[src/hdl/acp_pkg.sv]
// ======================================================================
package acp_pkg;
    // ==================================================================
    // register map
    localparam logic [5:0] REG_THR_ACT    = 6'h24;
    localparam logic [5:0] REG_THR_INACT  = 6'h25;
    localparam logic [5:0] REG_TIME_INACT = 6'h26;
    localparam logic [5:0] REG_RATE       = 6'h2c;
    localparam logic [5:0] REG_SLEEP_LINK = 6'h2d;
    localparam logic [5:0] REG_INT_EN     = 6'h2e;
    localparam logic [5:0] REG_INT_CAUSE  = 6'h30;
    localparam logic [5:0] REG_FORMAT     = 6'h31;
    localparam logic [5:0] REG_AXIS_LOW_BYTE    = 6'h32;
    localparam logic [5:0] REG_AXIS_HIGH_BYTE    = 6'h33;
    localparam logic [5:0] REG_DATA_Y0    = 6'h34;
    localparam logic [5:0] REG_DATA_Y1    = 6'h35;
    localparam logic [5:0] REG_DATA_Z0    = 6'h36;
    localparam logic [5:0] REG_DATA_Z1    = 6'h37;
    localparam logic [5:0] REG_INT_CLR    = 6'h3a;
    // ==================================================================
    // field positions
    localparam int FMT_SELFTEST_BIT = 7;
    localparam int FMT_FIXSENS_BIT  = 3;
    localparam int FMT_JUSTIFY_BIT  = 2;
    localparam int RATE_LOWPWR_BIT  = 4;
    localparam int SL_LINK_BIT      = 5;
    localparam int SL_AUTOSLEEP_BIT = 4;
    localparam int SL_SLEEP_BIT     = 2;
    localparam int INT_DRDY_BIT     = 7;
    localparam int INT_ACT_BIT      = 4;
    localparam int INT_INACT_BIT    = 3;
    // ==================================================================
    // reset values and codes
    localparam logic [7:0] RATE_RST      = 8'h0a;
    localparam logic [7:0] FMT_RST       = 8'h00;
    localparam logic [7:0] SL_RST        = 8'h00;
    localparam logic [7:0] INT_EN_RST    = 8'h00;
    localparam logic [7:0] THR_RST       = 8'h00;
    localparam logic [3:0] RATE_3200     = 4'hf;
    localparam logic [3:0] RATE_1600     = 4'he;
    localparam logic [3:0] SLEEP_RATE    = 4'h4;
    localparam logic [1:0] RANGE_HALF_G  = 2'h0;
    localparam int         THR_SHIFT     = 4;
    localparam int         BASE_BITS     = 10;
    localparam int         WORD_W        = 16;
    localparam int         RAW_W         = 13;
    // ==================================================================
    // carriers
    typedef struct packed {
        logic       selftest;
        logic       fixsens;
        logic       justify;
        logic [1:0] range;
    } acp_fmt_t;
    typedef struct packed {
        logic sleep;
        logic autosleep;
        logic link;
    } acp_mode_t;
    typedef struct packed {
        logic signed [RAW_W-1:0] x;
        logic signed [RAW_W-1:0] y;
        logic signed [RAW_W-1:0] z;
    } acp_axes_t;
    typedef struct packed {
        logic act;
        logic inact;
    } acp_evt_t;
endpackage

[src/hdl/acp_format.sv]
`timescale 1ns/100ps
module acp_format
#(
    parameter int RAW_W = acp_pkg::RAW_W
)
(
    input  wire logic signed [RAW_W-1:0] raw_i,
    input  wire acp_pkg::acp_fmt_t       fmt_i,
    input  wire logic                    high_rate_i,
    output logic [15:0]                  word_o
);
    logic        [4:0]  nbits;
    logic        [1:0]  shr;
    logic signed [15:0] ext;
    logic signed [15:0] val;
    logic signed [15:0] hi;
    logic signed [15:0] lo;

    always_comb
    begin
        nbits = fmt_i.fixsens ? 5'(acp_pkg::BASE_BITS) + {3'h0, fmt_i.range}
                              : 5'(acp_pkg::BASE_BITS);
        shr   = fmt_i.fixsens ? 2'h0 : fmt_i.range;
        ext   = {{(16-RAW_W){raw_i[RAW_W-1]}}, raw_i};
        val   = ext >>> shr;
        hi    = 16'sh7fff >>> (5'd16 - nbits);
        lo    = ~hi;
        // saturate rather than wrap when the input exceeds the range
        if (val > hi)
            val = hi;
        else if (val < lo)
            val = lo;
        if (high_rate_i && (fmt_i.fixsens || fmt_i.range == acp_pkg::RANGE_HALF_G))
            val[0] = 1'b0;
        word_o = fmt_i.justify ? 16'(val << (5'd16 - nbits)) : val;
    end
endmodule

[src/hdl/acp_sleep_ctl.sv]
`timescale 1ns/100ps
module acp_sleep_ctl
(
    input  wire logic              clk_i,
    input  wire logic              nrst_i,
    input  wire logic              ce_i,
    input  wire acp_pkg::acp_mode_t mode_i,
    input  wire logic              act_hit_i,
    input  wire logic              inact_hit_i,
    input  wire logic              act_pending_i,
    output logic                   asleep_o,
    output logic                   act_en_o,
    output logic                   inact_en_o,
    output acp_pkg::acp_evt_t      evt_o
);
    typedef enum logic [1:0] {ACP_AWAKE, ACP_LINK_WAIT, ACP_ASLEEP} acp_sleep_t;
    acp_sleep_t state;
    acp_sleep_t next_state;
    logic       auto_on;

    always_comb
    begin
        auto_on      = mode_i.link && mode_i.autosleep;
        next_state   = state;
        evt_o.act    = 1'b0;
        evt_o.inact  = 1'b0;
        act_en_o     = 1'b1;
        inact_en_o   = 1'b1;
        asleep_o     = mode_i.sleep;
        unique case (state)
            ACP_AWAKE:
            begin
                act_en_o    = !mode_i.link;
                evt_o.act   = act_hit_i && !mode_i.link;
                evt_o.inact = inact_hit_i;
                if (inact_hit_i && mode_i.link)
                    next_state = (auto_on && !act_pending_i) ? ACP_ASLEEP : ACP_LINK_WAIT;
            end
            ACP_LINK_WAIT:
            begin
                inact_en_o = 1'b0;
                evt_o.act  = act_hit_i;
                if (act_hit_i || !mode_i.link)
                    next_state = ACP_AWAKE;
            end
            ACP_ASLEEP:
            begin
                inact_en_o = 1'b0;
                asleep_o   = 1'b1;
                evt_o.act  = act_hit_i;
                if (act_hit_i || !auto_on)
                    next_state = ACP_AWAKE;
            end
        endcase
    end

    always_ff @(posedge clk_i or negedge nrst_i)
    begin
        if (!nrst_i)
            state <= ACP_AWAKE;
        else if (ce_i)
            state <= next_state;
    end
endmodule

[src/hdl/acp_top.sv]
// Chosen here: the register offsets and the plain strobed port.
`timescale 1ns/100ps
module acp_top
#(
    parameter int RAW_W = acp_pkg::RAW_W
)
(
    input  wire logic              clk_i,
    input  wire logic              nrst_i,
    input  wire logic              ce_i,
    input  wire logic [5:0]        addr_i,
    input  wire logic [7:0]        wdata_i,
    input  wire logic              wr_i,
    input  wire logic              rd_i,
    output logic [7:0]             rdata_o,
    input  wire logic              sample_valid_i,
    input  wire acp_pkg::acp_axes_t sample_i,
    output logic                   irq_o,
    output logic                   selftest_o,
    output logic                   low_power_o,
    output logic                   asleep_o
);
    // ==================================================================
    // declarations
    logic [7:0]  rate_power_reg;
    logic [7:0]  sleep_link_reg;
    logic [7:0]  format_reg;
    logic [7:0]  int_en;
    logic [7:0]  thr_act;
    logic [7:0]  thr_inact;
    logic [7:0]  time_inact;
    logic [7:0]  next_rate_power_reg;
    logic [7:0]  next_sleep_link_reg;
    logic [7:0]  next_format_reg;
    logic [7:0]  next_int_en;
    logic [7:0]  next_thr_act;
    logic [7:0]  next_thr_inact;
    logic [7:0]  next_time_inact;
    logic [7:0]  status;
    logic [7:0]  next_status;
    logic        next_irq;
    logic [7:0]  next_rdata;
    logic        next_selftest;
    logic        next_low_power;
    logic        next_asleep;
    logic [15:0] dec_cnt;
    logic [15:0] next_dec_cnt;
    logic [7:0]  idle_cnt;
    logic [7:0]  next_idle_cnt;
    logic [15:0] axis_x;
    logic [15:0] axis_y;
    logic [15:0] axis_z;
    logic [15:0] next_axis_x;
    logic [15:0] next_axis_y;
    logic [15:0] next_axis_z;
    logic [15:0] fmt_x;
    logic [15:0] fmt_y;
    logic [15:0] fmt_z;
    logic [3:0]  eff_rate;
    logic        high_rate;
    logic        out_sample;
    logic        act_hit;
    logic        inact_hit;
    logic        all_quiet;
    logic        asleep;
    logic        act_en;
    logic        inact_en;
    logic        wr_hit;
    logic        cause_read;
    acp_pkg::acp_fmt_t  fmt;
    acp_pkg::acp_mode_t mode;
    acp_pkg::acp_evt_t  evt;

    function automatic logic [12:0] mag(input logic signed [RAW_W-1:0] v);
        logic [RAW_W-1:0] a;
        a   = v[RAW_W-1] ? RAW_W'(-v) : RAW_W'(v);
        mag = 13'(a);
    endfunction

    function automatic logic [12:0] thr_counts(input logic [7:0] t);
        thr_counts = 13'({5'h0, t} << acp_pkg::THR_SHIFT);
    endfunction

    function automatic logic [7:0] pick_byte(input logic [15:0] w, input logic hi);
        pick_byte = hi ? w[15:8] : w[7:0];
    endfunction

    // ==================================================================
    // configuration decode
    assign fmt.selftest  = format_reg[acp_pkg::FMT_SELFTEST_BIT];
    assign fmt.fixsens   = format_reg[acp_pkg::FMT_FIXSENS_BIT];
    assign fmt.justify   = format_reg[acp_pkg::FMT_JUSTIFY_BIT];
    assign fmt.range     = format_reg[1:0];
    assign mode.sleep    = sleep_link_reg[acp_pkg::SL_SLEEP_BIT];
    assign mode.autosleep = sleep_link_reg[acp_pkg::SL_AUTOSLEEP_BIT];
    assign mode.link     = sleep_link_reg[acp_pkg::SL_LINK_BIT];
    assign wr_hit        = wr_i;
    assign cause_read    = rd_i && addr_i == acp_pkg::REG_INT_CAUSE;

    // ==================================================================
    // control registers
    always_comb
    begin
        next_rate_power_reg = rate_power_reg;
        next_sleep_link_reg = sleep_link_reg;
        next_format_reg     = format_reg;
        next_int_en         = int_en;
        next_thr_act        = thr_act;
        next_thr_inact      = thr_inact;
        next_time_inact     = time_inact;
        if (wr_hit)
        begin
            unique case (addr_i)
                acp_pkg::REG_RATE:       next_rate_power_reg = {3'h0, wdata_i[4:0]};
                acp_pkg::REG_SLEEP_LINK: next_sleep_link_reg = wdata_i;
                acp_pkg::REG_FORMAT:     next_format_reg     = wdata_i;
                acp_pkg::REG_INT_EN:     next_int_en         = wdata_i;
                acp_pkg::REG_THR_ACT:    next_thr_act        = wdata_i;
                acp_pkg::REG_THR_INACT:  next_thr_inact      = wdata_i;
                acp_pkg::REG_TIME_INACT: next_time_inact     = wdata_i;
                default:                 next_int_en         = int_en;
            endcase
        end
    end

    always_ff @(posedge clk_i or negedge nrst_i)
    begin
        if (!nrst_i)
        begin
            rate_power_reg <= acp_pkg::RATE_RST;
            sleep_link_reg <= acp_pkg::SL_RST;
            format_reg     <= acp_pkg::FMT_RST;
            int_en         <= acp_pkg::INT_EN_RST;
            thr_act        <= acp_pkg::THR_RST;
            thr_inact      <= acp_pkg::THR_RST;
            time_inact     <= acp_pkg::THR_RST;
        end
        else if (ce_i)
        begin
            rate_power_reg <= next_rate_power_reg;
            sleep_link_reg <= next_sleep_link_reg;
            format_reg     <= next_format_reg;
            int_en         <= next_int_en;
            thr_act        <= next_thr_act;
            thr_inact      <= next_thr_inact;
            time_inact     <= next_time_inact;
        end
    end

    // ==================================================================
    // motion detection on undecimated samples
    always_comb
    begin
        act_hit   = sample_valid_i && act_en &&
                    (mag(sample_i.x) > thr_counts(thr_act) ||
                     mag(sample_i.y) > thr_counts(thr_act) ||
                     mag(sample_i.z) > thr_counts(thr_act));
        all_quiet = mag(sample_i.x) <= thr_counts(thr_inact) &&
                    mag(sample_i.y) <= thr_counts(thr_inact) &&
                    mag(sample_i.z) <= thr_counts(thr_inact);
        next_idle_cnt = idle_cnt;
        inact_hit     = 1'b0;
        if (!inact_en)
            next_idle_cnt = 8'h00;
        else if (sample_valid_i)
        begin
            if (!all_quiet)
                next_idle_cnt = 8'h00;
            else if (idle_cnt >= time_inact)
            begin
                // event on quiet sample time_inact+1, then restart the count, so an unlinked quiet stretch repeats it
                inact_hit     = 1'b1;
                next_idle_cnt = 8'h00;
            end
            else
                next_idle_cnt = idle_cnt + 8'h01;
        end
    end

    always_ff @(posedge clk_i or negedge nrst_i)
    begin
        if (!nrst_i)
            idle_cnt <= 8'h00;
        else if (ce_i)
            idle_cnt <= next_idle_cnt;
    end

    acp_sleep_ctl u_sleep
    (
        .clk_i         (clk_i),
        .nrst_i        (nrst_i),
        .ce_i          (ce_i),
        .mode_i        (mode),
        .act_hit_i     (act_hit),
        .inact_hit_i   (inact_hit),
        .act_pending_i (status[acp_pkg::INT_ACT_BIT]),
        .asleep_o      (asleep),
        .act_en_o      (act_en),
        .inact_en_o    (inact_en),
        .evt_o         (evt)
    );

    // ==================================================================
    // decimation and output words
    // asleep runs at the low rate
    assign eff_rate  = asleep ? acp_pkg::SLEEP_RATE : rate_power_reg[3:0];
    assign high_rate = eff_rate == acp_pkg::RATE_3200 || eff_rate == acp_pkg::RATE_1600;
    // low-power bit does not gate the sample path
    assign out_sample = sample_valid_i && dec_cnt >= (16'hffff >> ({1'b0, eff_rate} + 5'd1));

    acp_format #(.RAW_W(RAW_W)) u_fmt_x
    (
        .raw_i       (sample_i.x),
        .fmt_i       (fmt),
        .high_rate_i (high_rate),
        .word_o      (fmt_x)
    );
    acp_format #(.RAW_W(RAW_W)) u_fmt_y
    (
        .raw_i       (sample_i.y),
        .fmt_i       (fmt),
        .high_rate_i (high_rate),
        .word_o      (fmt_y)
    );
    acp_format #(.RAW_W(RAW_W)) u_fmt_z
    (
        .raw_i       (sample_i.z),
        .fmt_i       (fmt),
        .high_rate_i (high_rate),
        .word_o      (fmt_z)
    );

    always_comb
    begin
        next_dec_cnt = dec_cnt;
        next_axis_x  = axis_x;
        next_axis_y  = axis_y;
        next_axis_z  = axis_z;
        if (out_sample)
        begin
            next_dec_cnt = 16'h0000;
            next_axis_x  = fmt_x;
            next_axis_y  = fmt_y;
            next_axis_z  = fmt_z;
        end
        else if (sample_valid_i)
            next_dec_cnt = dec_cnt + 16'h0001;
    end

    always_ff @(posedge clk_i or negedge nrst_i)
    begin
        if (!nrst_i)
        begin
            dec_cnt <= 16'h0000;
            axis_x  <= 16'h0000;
            axis_y  <= 16'h0000;
            axis_z  <= 16'h0000;
        end
        else if (ce_i)
        begin
            dec_cnt <= next_dec_cnt;
            axis_x  <= next_axis_x;
            axis_y  <= next_axis_y;
            axis_z  <= next_axis_z;
        end
    end

    // ==================================================================
    // status, interrupt and read port
    always_comb
    begin
        next_status = status;
        if (cause_read)
        begin
            next_status[acp_pkg::INT_ACT_BIT]   = 1'b0;
            next_status[acp_pkg::INT_INACT_BIT] = 1'b0;
        end
        if (wr_hit && addr_i == acp_pkg::REG_INT_CLR)
            next_status = next_status & ~wdata_i;
        // set after clear so a coincident event is never lost
        if (out_sample)
            next_status[acp_pkg::INT_DRDY_BIT] = 1'b1;
        if (evt.act)
            next_status[acp_pkg::INT_ACT_BIT] = 1'b1;
        if (evt.inact)
            next_status[acp_pkg::INT_INACT_BIT] = 1'b1;
        next_irq       = |(next_status & int_en);
        next_selftest  = fmt.selftest;
        next_low_power = rate_power_reg[acp_pkg::RATE_LOWPWR_BIT];
        next_asleep    = asleep;
        next_rdata     = 8'h00;
        if (rd_i)
        begin
            unique case (addr_i)
                acp_pkg::REG_RATE:       next_rdata = rate_power_reg;
                acp_pkg::REG_SLEEP_LINK: next_rdata = sleep_link_reg;
                acp_pkg::REG_FORMAT:     next_rdata = format_reg;
                acp_pkg::REG_INT_EN:     next_rdata = int_en;
                acp_pkg::REG_INT_CAUSE:  next_rdata = status;
                acp_pkg::REG_THR_ACT:    next_rdata = thr_act;
                acp_pkg::REG_THR_INACT:  next_rdata = thr_inact;
                acp_pkg::REG_TIME_INACT: next_rdata = time_inact;
                acp_pkg::REG_AXIS_LOW_BYTE:    next_rdata = pick_byte(axis_x, 1'b0);
                acp_pkg::REG_AXIS_HIGH_BYTE:    next_rdata = pick_byte(axis_x, 1'b1);
                acp_pkg::REG_DATA_Y0:    next_rdata = pick_byte(axis_y, 1'b0);
                acp_pkg::REG_DATA_Y1:    next_rdata = pick_byte(axis_y, 1'b1);
                acp_pkg::REG_DATA_Z0:    next_rdata = pick_byte(axis_z, 1'b0);
                acp_pkg::REG_DATA_Z1:    next_rdata = pick_byte(axis_z, 1'b1);
                default:                 next_rdata = 8'h00;
            endcase
        end
    end

    always_ff @(posedge clk_i or negedge nrst_i)
    begin
        if (!nrst_i)
        begin
            status      <= 8'h00;
            irq_o       <= 1'b0;
            rdata_o     <= 8'h00;
            selftest_o  <= 1'b0;
            low_power_o <= 1'b0;
            asleep_o    <= 1'b0;
        end
        else if (ce_i)
        begin
            status      <= next_status;
            irq_o       <= next_irq;
            rdata_o     <= next_rdata;
            selftest_o  <= next_selftest;
            low_power_o <= next_low_power;
            asleep_o    <= next_asleep;
        end
    end
endmodule

[config.mk]
export PLATFORM = sky130hd
export DESIGN_NAME = acp_top
export DESIGN_NICKNAME = d
export VERILOG_FILES = /design/src/hdl/acp_pkg.sv /design/src/hdl/acp_format.sv /design/src/hdl/acp_sleep_ctl.sv /design/src/hdl/acp_top.sv
export SDC_FILE = /design/constraint.sdc
export NUM_CORES = 1
export LEC_CHECK = 0
export ABC_AREA = 1
export BUFFER_PORTS_ARGS = -buffer_cell sky130_fd_sc_hd__clkbuf_2
export CORE_MARGIN = 3
export CORE_UTILIZATION = 55
export DETAILED_ROUTE_END_ITERATION = 6
export HOLD_SLACK_MARGIN = 0.08
export PLACE_DENSITY = 0.72
export SLEW_MARGIN = 10
export SYNTH_ARGS = -nofsm -noshare
export SYNTH_HDL_FRONTEND = slang
export SYNTH_SLANG_ARGS = --single-unit
[constraint.sdc]
create_clock -name clk_i -period 5.4 [get_ports clk_i]
set_input_delay 1.08 -clock clk_i [delete_from_list [all_inputs] [get_ports clk_i]]
set_output_delay 1.08 -clock clk_i [all_outputs]
set_load 0.02 [all_outputs]
==> results of run 1 <==
[cells in the mapped netlist, types with 4 or more instances]
cell type,number
nand2_1,633
nand3_1,292
inv_1,258
ha_1,165
nor2_1,162
dfrtp_1,145
o21ai_0,131
a21oi_1,101
o21ai_1,63
clkbuf_1,39
xor2_1,37
buf_2,26
nor3_1,22
nand4_1,21
nor2_2,15
o211ai_1,15
inv_2,13
o22ai_1,10
a31oi_1,9
buf_1,9
nand2_2,9
nand3b_1,9
nor4_1,9
buf_4,8
a221oi_1,7
nand2_4,7
a22oi_1,6
nand3_2,6
o2111ai_1,6
o31ai_1,6
a211oi_1,5
buf_6,5
o21bai_1,5
clkinv_1,4
[cell type report]
type / count / area share (%)
multi-input cells: 1840 / 61.64
repair buffers: 101 / 3.595
inverters: 275 / 6.296
clock inverters: 13 / 0.6945
flip-flops and latches: 147 / 22.45
clock buffers: 19 / 2.763
well taps: 335 / 2.557
[per-layer routing]
| layer | part of all wire (%) | global-route usage, % | up-vias |
|---|---|---|---|
| li1 | - | - | 7761 |
| met1 | 43 | 44.93 | 7281 |
| met2 | 45 | 54.53 | 803 |
| met3 | 8.2 | 5.493 | 128 |
| met4 | 3.8 | 12.28 | 0 |
| met5 | 0 | 0 | - |
[kinds of logic (layout without fill, tap and decap cells)]
logic type / count (synthesis) / in the layout / synth area share (%)
and+or+nand+nor: 1206 / 1206 / 35.43
AOI/OAI and AO/OA: 383 / 383 / 14.34
buffers and inverters: 363 / 408 / 9.705
adders and majority gates: 165 / 165 / 13.69
DFF: 147 / 147 / 24.40
xor gates and xnor gates: 40 / 40 / 2.323
other: 2 / 45 / 0.04979
muxes: 1 / 1 / 0.06636
[per-stage QoR]
| stage | setup slack [ns] | power [mW] | area [um2] |
|---|---|---|---|
| floorplan | 1.168 | 2.159 | 15250 |
| global placement | 0.5492 | 2.488 | 15830 |
| detailed placement | 0.5062 | 2.520 | 15830 |
| CTS | 0.7047 | 3.662 | 16390 |
| global route | 0.1521 | 3.920 | 16390 |
| finish | 0.6323 | 3.678 | 16390 |
[final timing paths]
check / from / to / slack, ns
setup / recovery: format_reg[0] / axis_x[11] / 0.63
hold / removal: selftest_o / selftest_o / 0.47
setup reg to reg: format_reg[0] / axis_x[11] / 0.63
hold reg to reg: selftest_o / selftest_o / 0.47
max in group asynchronous: nrst_i / format_reg[2] / 3.61
min in group asynchronous: nrst_i / idle_cnt[3] / 0.63
[power by group through the flow]
| stage | clock network [mW] | registers [mW] | logic (mW) |
|---|---|---|---|
| floorplan | 0 | 1.26 | 0.903 |
| global placement | 0 | 1.27 | 1.22 |
| detailed placement | 0 | 1.27 | 1.25 |
| CTS | 1.15 | 1.25 | 1.26 |
| global route | 1.20 | 1.26 | 1.46 |
| finish | 1.15 | 1.25 | 1.28 |
[critical path: cells and delay by family (launching register included)]
family / cells / cell delay, ns
adder cells (fa/ha/maj): 3 / 1.22
AO/OA/AOI/OAI: 3 / 0.37
buffers and inverters: 7 / 1.26
AND/OR/NAND/NOR: 10 / 1.35
flip-flops: 1 / 0.45
==> results.py, run 1 <==
metrics = {
    "drt": {
        "drt_iter0_drc": 2017,
        "drc_errors": 6,
        "routedWlPerCell_um": 17.92,
        "routed_via_density": 5.851,
        "vias": 15973,
        "ant_nets": 0,
        "drt-pass1-iter-count": 7,
        "wirelength_mm": 48.92,
    },
    "yosys": {
        "synth_warnings": 0,
        "synth-main-ff-cell": "dfrtp_1",
        "synth_enable_flop_cells": 0,
        "ys_ff_latch": 147,
        "synth_top_area_share_pct": 24.05,
        "yosys.area.top_type": "dfrtp_1",
        "seq_area_frac_synth_pct": 24.40,
        "syn_inst": 2307,
        "synth.avg_cell_area_um2": 6.539,
        "yosysUniqueCellTypes": 65,
        "syn_area_um2": 15080,
        "async_reset_ff_share_pct": 100.0,
        "synthTopCellsByArea": "dfrtp_1 (24%), nand2_1 (16%), ha_1 (14%)",
    },
    "global_routing": {
        "gr-usage-all-layers_pct": 33.48,
        "grt_max_degree": 73,
        "grt_pass1_wl_mm": 78.53,
        "antenna_found_initial": 0,
        "grt_overflow": 0,
        "grt_pass1_vias": 14738,
    },
    "finish": {
        "antenna_cells": 0,
        "seq_area_um2": 3681,
        "layout.cells.non_filler": 2730,
        "multi_input_area_um2": 10110,
        "drive_above_1_share_pct": 8.643,
        "post-route-util_pct": 61.86,
        "area_growth_syn_to_layout_pct": 8.685,
        "final_common_cell": "nand2_1",
        "nets": 2606,
        "nFillCells": 2514,
        "final_cell_mix": "nand2_1 (633), nand3_1 (292), inv_1 (258)",
    },
    "sta": {
        "tns_ns": 0,
        "whs_ns": 0.4734,
        "post-route-period-util_pct": 88.29,
        "hold_violations": 0,
        "rsz0062_at_grt": "no",
        "min_period_ns": 4.768,
        "worst_pin_slew_ns": 0.9959,
        "maxSlewViolCount": 0,
        "skew_ns": 0.01946,
        "setup_viol_count_final": 0,
        "max_freq_mhz": 209.7,
        "slew_headroom_pct": 33.36,
    },
    "worst_hold_path": {
        "worst_hold_path.num_cells": 2,
        "hold_path_class": "register to register",
    },
    "die": {
        "die_w_um": 171.6,
        "ios": 71,
        "fp.dieH_um": 171.6,
        "rows": 59,
        "initial_core_util_pct": 56.92,
        "coreArea_um2": 26500,
        "dieArea_um2": 29450,
    },
    "placement": {
        "dp.cells": 2698,
        "place_hpwl_mm": 38.13,
        "place_congestion": 0.9755,
        "portBuffers": 70,
    },
    "worst_setup_path": {
        "crit_top_cell": "nand2_1",
        "cp.required_ns": 5.71,
        "worstRegToRegCells": 23,
        "cp-end-kind": "register",
        "start_kind": "register",
        "cpMaxStageDelayCell": "ha_1",
        "critPathKind": "register to register",
        "max_stage_delay_ns": 0.51,
        "arrival_ns": 5.08,
        "crit_chain": "nand2_1 -> buf_4 -> clkinv_1 -> ha_1 -> buf_4 -> inv_2 -> nor2_2 -> inv_1 -> ha_1 -> inv_1 -> nand2_1 -> a211oi_1 -> o21ai_0 -> ha_1 -> clkinv_1 -> nand2_1 -> nand3_1 -> nand3_1 -> o21ai_1 -> nand2_1 -> nand3_1 -> nor2_1 -> nor2_1",
        "cp_max_fo": 19,
    },
    "clocking": {
        "clk_latency_ns": 0.43,
        "ctsHoldBuffers": 0,
        "ctsHtreeMaxLevel": 4,
        "cts_tree": "built",
        "clock_sinks": 147,
        "cts_resized": 0,
        "clock_path_buffers": 2,
        "cts.reportedPaths.clkPinSlew_ns": 0.06,
        "cts_root_buffer": "clkbuf_16",
        "cts_inserted_buffers": 17,
        "post_cts_buffers": 0,
    },
    "power_and_ir_drop": {
        "switching_share_pct": 39.69,
        "internal_power_mw": 2.218,
        "p_seq_share_pct": 34.0,
        "ir_worst_vdd_v": 0.0002180,
        "power_density_nw_per_um2": 224.4,
        "p_leak_nw": 8.666,
        "clkPwrFrac_pct": 31.2,
        "combPwrFrac_pct": 34.8,
        "switchingPower_mw": 1.460,
    },
    "status": {
        "failed_checks": "DRC",
        "status": "complete, but fails checks",
    },
    "flow_run": {
        "maxCapViolCount": 0,
    },
}
(Power assumes the default switching activity.)
==> inputs of run 2 (changes only) <==
- CORE_ASPECT_RATIO: default -> 2
- SKIP_LAST_GASP: default -> 1
==> run 2 against run 1 <==
Net effect: the run still ends with DRC left; via count barely moved; cell area rose by 0.38%; power rose by 3.2%; maximum frequency rose by 0.32%; sequential power barely moved; clock skew fell by 0.012 ns; flip-flop and latch count did not move; critical path depth fell by 2; register-to-register slack improved by 0.02 ns; first-iteration DRC count fell by 33%; core utilization fell by 0.94 points; critical path type unchanged; critical endpoint is now axis_y[11]; largest cell class unchanged.
==> results.py, run 2 (synthesized netlist as in run 1, its figures left out) <==
metrics = {
    "global_routing": {
        "antenna_found_initial": 0,
        "grt_pass1_wl_mm": 82.39,
        "grt_overflow": 0,
        "grt_pass1_vias": 15592,
        "grt_max_degree": 60,
        "gr-usage-all-layers_pct": 36.28,
    },
    "worst_hold_path": {
        "worst_hold_path.num_cells": 2,
        "hold_path_class": "register to register",
    },
    "power_and_ir_drop": {
        "power_density_nw_per_um2": 230.7,
        "ir_worst_vdd_v": 0.0001910,
        "total_power_mw": 3.797,
        "p_leak_nw": 8.689,
        "internal_power_mw": 2.353,
        "switchingPower_mw": 1.444,
        "combPwrFrac_pct": 34.7,
        "p_seq_share_pct": 32.9,
        "switching_share_pct": 38.03,
        "clkPwrFrac_pct": 32.4,
    },
    "clocking": {
        "cts_root_buffer": "clkbuf_16",
        "clock_path_buffers": 2,
        "ctsHtreeMaxLevel": 4,
        "post_cts_buffers": 0,
        "clock_sinks": 147,
        "cts.reportedPaths.clkPinSlew_ns": 0.06,
        "cts_tree": "built",
        "ctsHoldBuffers": 0,
        "cts_resized": 0,
        "clk_latency_ns": 0.43,
        "cts_inserted_buffers": 17,
    },
    "finish": {
        "final_common_cell": "nand2_1",
        "antenna_cells": 0,
        "nets": 2606,
        "final_cell_mix": "nand2_1 (633), nand3_1 (292), inv_1 (258)",
        "drive_above_1_share_pct": 8.480,
        "post-route-util_pct": 60.92,
        "area_growth_syn_to_layout_pct": 9.099,
        "seq_area_um2": 3681,
        "nFillCells": 2701,
        "multi_input_area_um2": 10100,
    },
    "worst_setup_path": {
        "cp_max_fo": 13,
        "cpMaxStageDelayCell": "dfrtp_1",
        "cp-end-kind": "register",
        "crit_top_cell": "ha_1",
        "max_stage_delay_ns": 0.52,
        "worstRegToRegCells": 21,
        "start_kind": "register",
        "crit_chain": "nand2_1 -> ha_1 -> ha_1 -> buf_4 -> ha_1 -> or2_2 -> nor3_1 -> o21ai_0 -> o211ai_1 -> a21oi_1 -> ha_1 -> inv_1 -> o21ai_0 -> inv_2 -> nand2_4 -> nand3_1 -> nand3_1 -> nand2_1 -> nor2_1 -> nor2_1 -> nor2_1",
        "arrival_ns": 5.08,
        "cp.required_ns": 5.72,
        "critPathKind": "register to register",
    },
    "sta": {
        "whs_ns": 0.4761,
        "tns_ns": 0,
        "rsz0062_at_grt": "no",
        "worst_slack_ns": 0.6476,
        "setup_viol_count_final": 0,
        "worst_pin_slew_ns": 1.035,
        "maxSlewViolCount": 0,
        "max_freq_mhz": 210.4,
        "slew_headroom_pct": 30.92,
        "min_period_ns": 4.752,
        "skew_ns": 0.007344,
        "hold_violations": 0,
        "post-route-period-util_pct": 88.01,
    },
    "status": {
        "failed_checks": "DRC",
        "status": "complete, but fails checks",
    },
    "placement": {
        "dp_slack_ns": 0.4916,
        "place_congestion": 1.035,
        "portBuffers": 70,
        "place_hpwl_mm": 41.65,
    },
    "die": {
        "fp.dieH_um": 240.2,
        "die_w_um": 123.1,
        "initial_core_util_pct": 55.84,
        "ios": 71,
        "coreArea_um2": 27010,
        "dieArea_um2": 29570,
        "rows": 85,
    },
    "flow_run": {
        "maxCapViolCount": 0,
    },
    "drt": {
        "wirelength_mm": 52.92,
        "routedWlPerCell_um": 19.30,
        "ant_nets": 0,
        "vias": 15961,
        "drt-pass1-iter-count": 7,
        "routed_via_density": 5.821,
        "drc_errors": 2,
        "drt_iter0_drc": 1361,
    },
}
run 2: cell count changes in the layout (fill, tap and decap cells not counted), sizes merged:
cell / change
clkinv: +1
bufinv: +3
clkinvlp: -1
clkbuf: +3
inv: -7
run 2: area by class of cell:
cell class / instances / share of cell area [%]
Clock buffer: 22 / 2.881
Clock inverter: 9 / 0.7831
Inverter: 275 / 6.272
Multi-Input combinational cell: 1840 / 61.39
Sequential cell: 147 / 22.37
Tap cell: 348 / 2.646
Timing Repair Buffer: 101 / 3.657
run 2: routing by layer:
metal / vias up / part of all wire [%] / global-route usage [%]
met1: 7372 / 35 / 36.66
met4: 0 / 9.4 / 28.87
met2: 620 / 51 / 65.39
li1: 7747 / - / -
met5: - / 0 / 0
met3: 222 / 5.0 / 4.543
run 2: power by group through the flow:
stage / Sequential (mW) / Combinational (mW) / Clock [mW]
finish: 1.25 / 1.32 / 1.23
global route: 1.26 / 1.49 / 1.28
CTS: 1.25 / 1.30 / 1.23
detailed placement: 1.27 / 1.29 / 0
global placement: 1.26 / 1.26 / 0
floorplan: 1.26 / 0.903 / 0
run 2: worst paths after layout:
path	startpoint	to	slack (ns)
max	format_reg[0]	axis_y[11]	0.65
min	selftest_o	selftest_o	0.48
max reg2reg	format_reg[0]	axis_y[11]	0.65
min reg2reg	selftest_o	selftest_o	0.48
max in group asynchronous	nrst_i	dec_cnt[6]	3.68
min in group asynchronous	nrst_i	int_en[4]	0.60
run 2: worst max-delay path: cells and delay by family, from the launching register on:
kind	cells	cell delay [ns]
AOI/OAI and AO/OA	4	0.56
adders and majority gates	4	1.40
buffers and inverters	3	0.72
DFF	1	0.52
and+or+nand+nor	10	1.43
run 2: stage by stage:
stage,instance area [um2],instances
CTS,16460,2742
global placement,15850,2711
global route,16460,2742
finish,16460,2742
floorplan,15250,2350
detailed placement,15850,2711
==> inputs of run 3 (changes only) <==
- MAX_ROUTING_LAYER: default -> met4
==> run 3 against run 2 <==
Net effect: the flow now finishes without violations; clock power hardly changed; cell area up 0.40%; global-route usage is 1.4 points higher; combinational power about the same; critical path depth up 6; register-to-register slack improved by 0.06 ns; flip-flop and latch count unchanged; core utilization increased by 0.24 points; first-iteration DRC count down 1.2%; maximum frequency rose by 1.2%; largest cell class unchanged; largest power group unchanged; highest routed layer unchanged.
==> results.py, run 3 (synthesized netlist as in run 1, its figures left out) <==
metrics = {
    "worst_setup_path": {
        "r2r_end": "axis_z[14]",
        "r2r_slack_ns": 0.70,
        "start_kind": "register",
        "cp_max_fo": 38,
        "worstSetupPathDepth": 27,
        "cp-end-kind": "register",
        "worstRegToRegCells": 27,
        "max_stage_delay_ns": 0.52,
        "crit_buf_inv": 3,
        "cpMaxStageDelayCell": "o21ai_0",
        "endpoint": "axis_z[14]",
        "worstReg2RegStart": "format_reg[3]",
        "path_delay_family": "compound AO/OA/AOI/OAI gates",
        "arrival_ns": 5.07,
        "critPathKind": "register to register",
        "crit_top_cell": "nand2_1",
        "critPathLaunch": "format_reg[3]",
        "cp.required_ns": 5.78,
    },
    "global_routing": {
        "grt_overflow": 0,
        "grt_pass1_vias": 15629,
        "grt_max_degree": 64,
        "grt_pass1_wl_mm": 82.88,
        "gr-usage-all-layers_pct": 37.72,
        "antenna_found_initial": 0,
    },
    "drt": {
        "drt_iter0_drc": 1344,
        "vias": 15885,
        "drt-met1-wl_mm": 18.16,
        "ant_nets": 0,
        "drt-pass1-iter-count": 6,
        "routedWlPerCell_um": 19.29,
        "drc_errors": 0,
        "routed_via_density": 5.774,
        "wl_met2_mm": 26.81,
        "wirelength_mm": 53.07,
        "wl_met3_mm": 2.509,
        "dr.max_layer_used": "met4",
    },
    "sta": {
        "post-route-period-util_pct": 86.95,
        "tns_ns": 0,
        "max_freq_mhz": 213.0,
        "setup_viol_count_final": 0,
        "min_period_ns": 4.695,
        "maxSlewViolCount": 0,
        "rsz0062_at_grt": "no",
        "skew_ns": 0.01384,
        "hold_violations": 0,
        "slew_headroom_pct": 11.94,
        "whs_ns": 0.4750,
        "worst_slack_ns": 0.7049,
        "worst_pin_slew_ns": 1.288,
    },
    "finish": {
        "nets": 2614,
        "final_common_cell": "nand2_1",
        "drive_above_1_share_pct": 8.739,
        "final_cell_mix": "nand2_1 (633), nand3_1 (292), inv_1 (258)",
        "layout.cells.non_filler": 2751,
        "area_growth_syn_to_layout_pct": 9.531,
        "antenna_cells": 0,
    },
    "clocking": {
        "cts.reportedPaths.clkPinSlew_ns": 0.06,
        "clk_latency_ns": 0.44,
        "cts_root_buffer": "clkbuf_16",
        "ctsHtreeMaxLevel": 4,
        "ctsHoldBuffers": 0,
        "clock_sinks": 147,
        "post_cts_buffers": 0,
        "cts_resized": 0,
        "cts_inserted_buffers": 17,
        "clock_path_buffers": 2,
        "cts_tree": "built",
    },
    "power_and_ir_drop": {
        "switching_share_pct": 37.53,
        "ir_worst_vdd_v": 0.0001876,
        "power_density_nw_per_um2": 232.1,
        "switchingPower_mw": 1.439,
        "p_leak_nw": 8.727,
        "combPwrFrac_pct": 34.5,
        "total_power_mw": 3.834,
        "internal_power_mw": 2.395,
        "clkPwrFrac_pct": 32.9,
        "p_seq_share_pct": 32.6,
    },
    "die": {
        "coreArea_um2": 27010,
        "fp.dieH_um": 240.2,
        "initial_core_util_pct": 55.84,
        "rows": 85,
        "die_w_um": 123.1,
        "ios": 71,
        "dieArea_um2": 29570,
    },
    "placement": {
        "place_congestion": 0.9889,
        "place_hpwl_mm": 42.68,
        "dp_slack_ns": 0.3634,
        "portBuffers": 70,
        "dp.cells": 2719,
    },
    "worst_hold_path": {
        "min_from": "rdata_o[4]",
        "hold_path_class": "register to register",
    },
    "flow_run": {
        "maxCapViolCount": 0,
    },
    "status": {
        "status": "finished, final reports clean",
    },
}
run 3: cell types whose count changed in the layout (fill, tap and decap cells not counted), sizes merged:
| cell | delta |
|---|---|
| clkinvlp | +1 |
| clkinv | -2 |
| clkbuf | +1 |
| bufinv | +1 |
| buf | +8 |
run 3: worst min path at each step:
stage / endpoint / slack [ns] / cells after the start
finish: rdata_o[4] / 0.48 / 2
CTS: rdata_o[6] / 0.48 / 2
global route: rdata_o[6] / 0.50 / 2
global placement: rdata_o[6] / 0.46 / 2
floorplan: axis_z[7] / 0.45 / 2
detailed placement: rdata_o[4] / 0.46 / 2
run 3: metrics by stage:
| stage | utilization, % | cell area [um2] |
|---|---|---|
| 6_report | 61.16 | 16520 |
| 3_3_place_gp | 58.87 | 15900 |
| 5_1_grt | 61.16 | 16520 |
| 4_1_cts | 61.16 | 16520 |
| 3_5_place_dp | 58.87 | 15900 |
| 2_1_floorplan | - | 15250 |
run 3: layout make-up:
cell class              count  area [um2]
fillers                  2678       10490
multi-input cells        1840       10100
flip-flops and latches    147        3681
inverters                 275        1032
repair buffers            109       649.4
clock buffers              23       467.9
well taps                 348       435.4
clock inverters             9       152.6
run 3: power groups by stage:
| stage | combinational [mW] | clock (mW) | sequential (mW) |
|---|---|---|---|
| global route | 1.51 | 1.32 | 1.26 |
| floorplan | 0.903 | 0 | 1.26 |
| CTS | 1.31 | 1.27 | 1.25 |
| detailed placement | 1.30 | 0 | 1.27 |
| finish | 1.32 | 1.26 | 1.25 |
| global placement | 1.27 | 0 | 1.27 |
run 3: metal layers:
metal  track usage (%)  up-vias
met3             4.331      236
met5                 -        -
met2             64.44      590
met4             32.77        0
li1                  -     7778
met1             37.06     7281
run 3: worst min-delay path, stage by stage (launching register included):
cell,delay (ns)
dfrtp_1,0.34
nand2_1,0.05
nand2_1,0.05
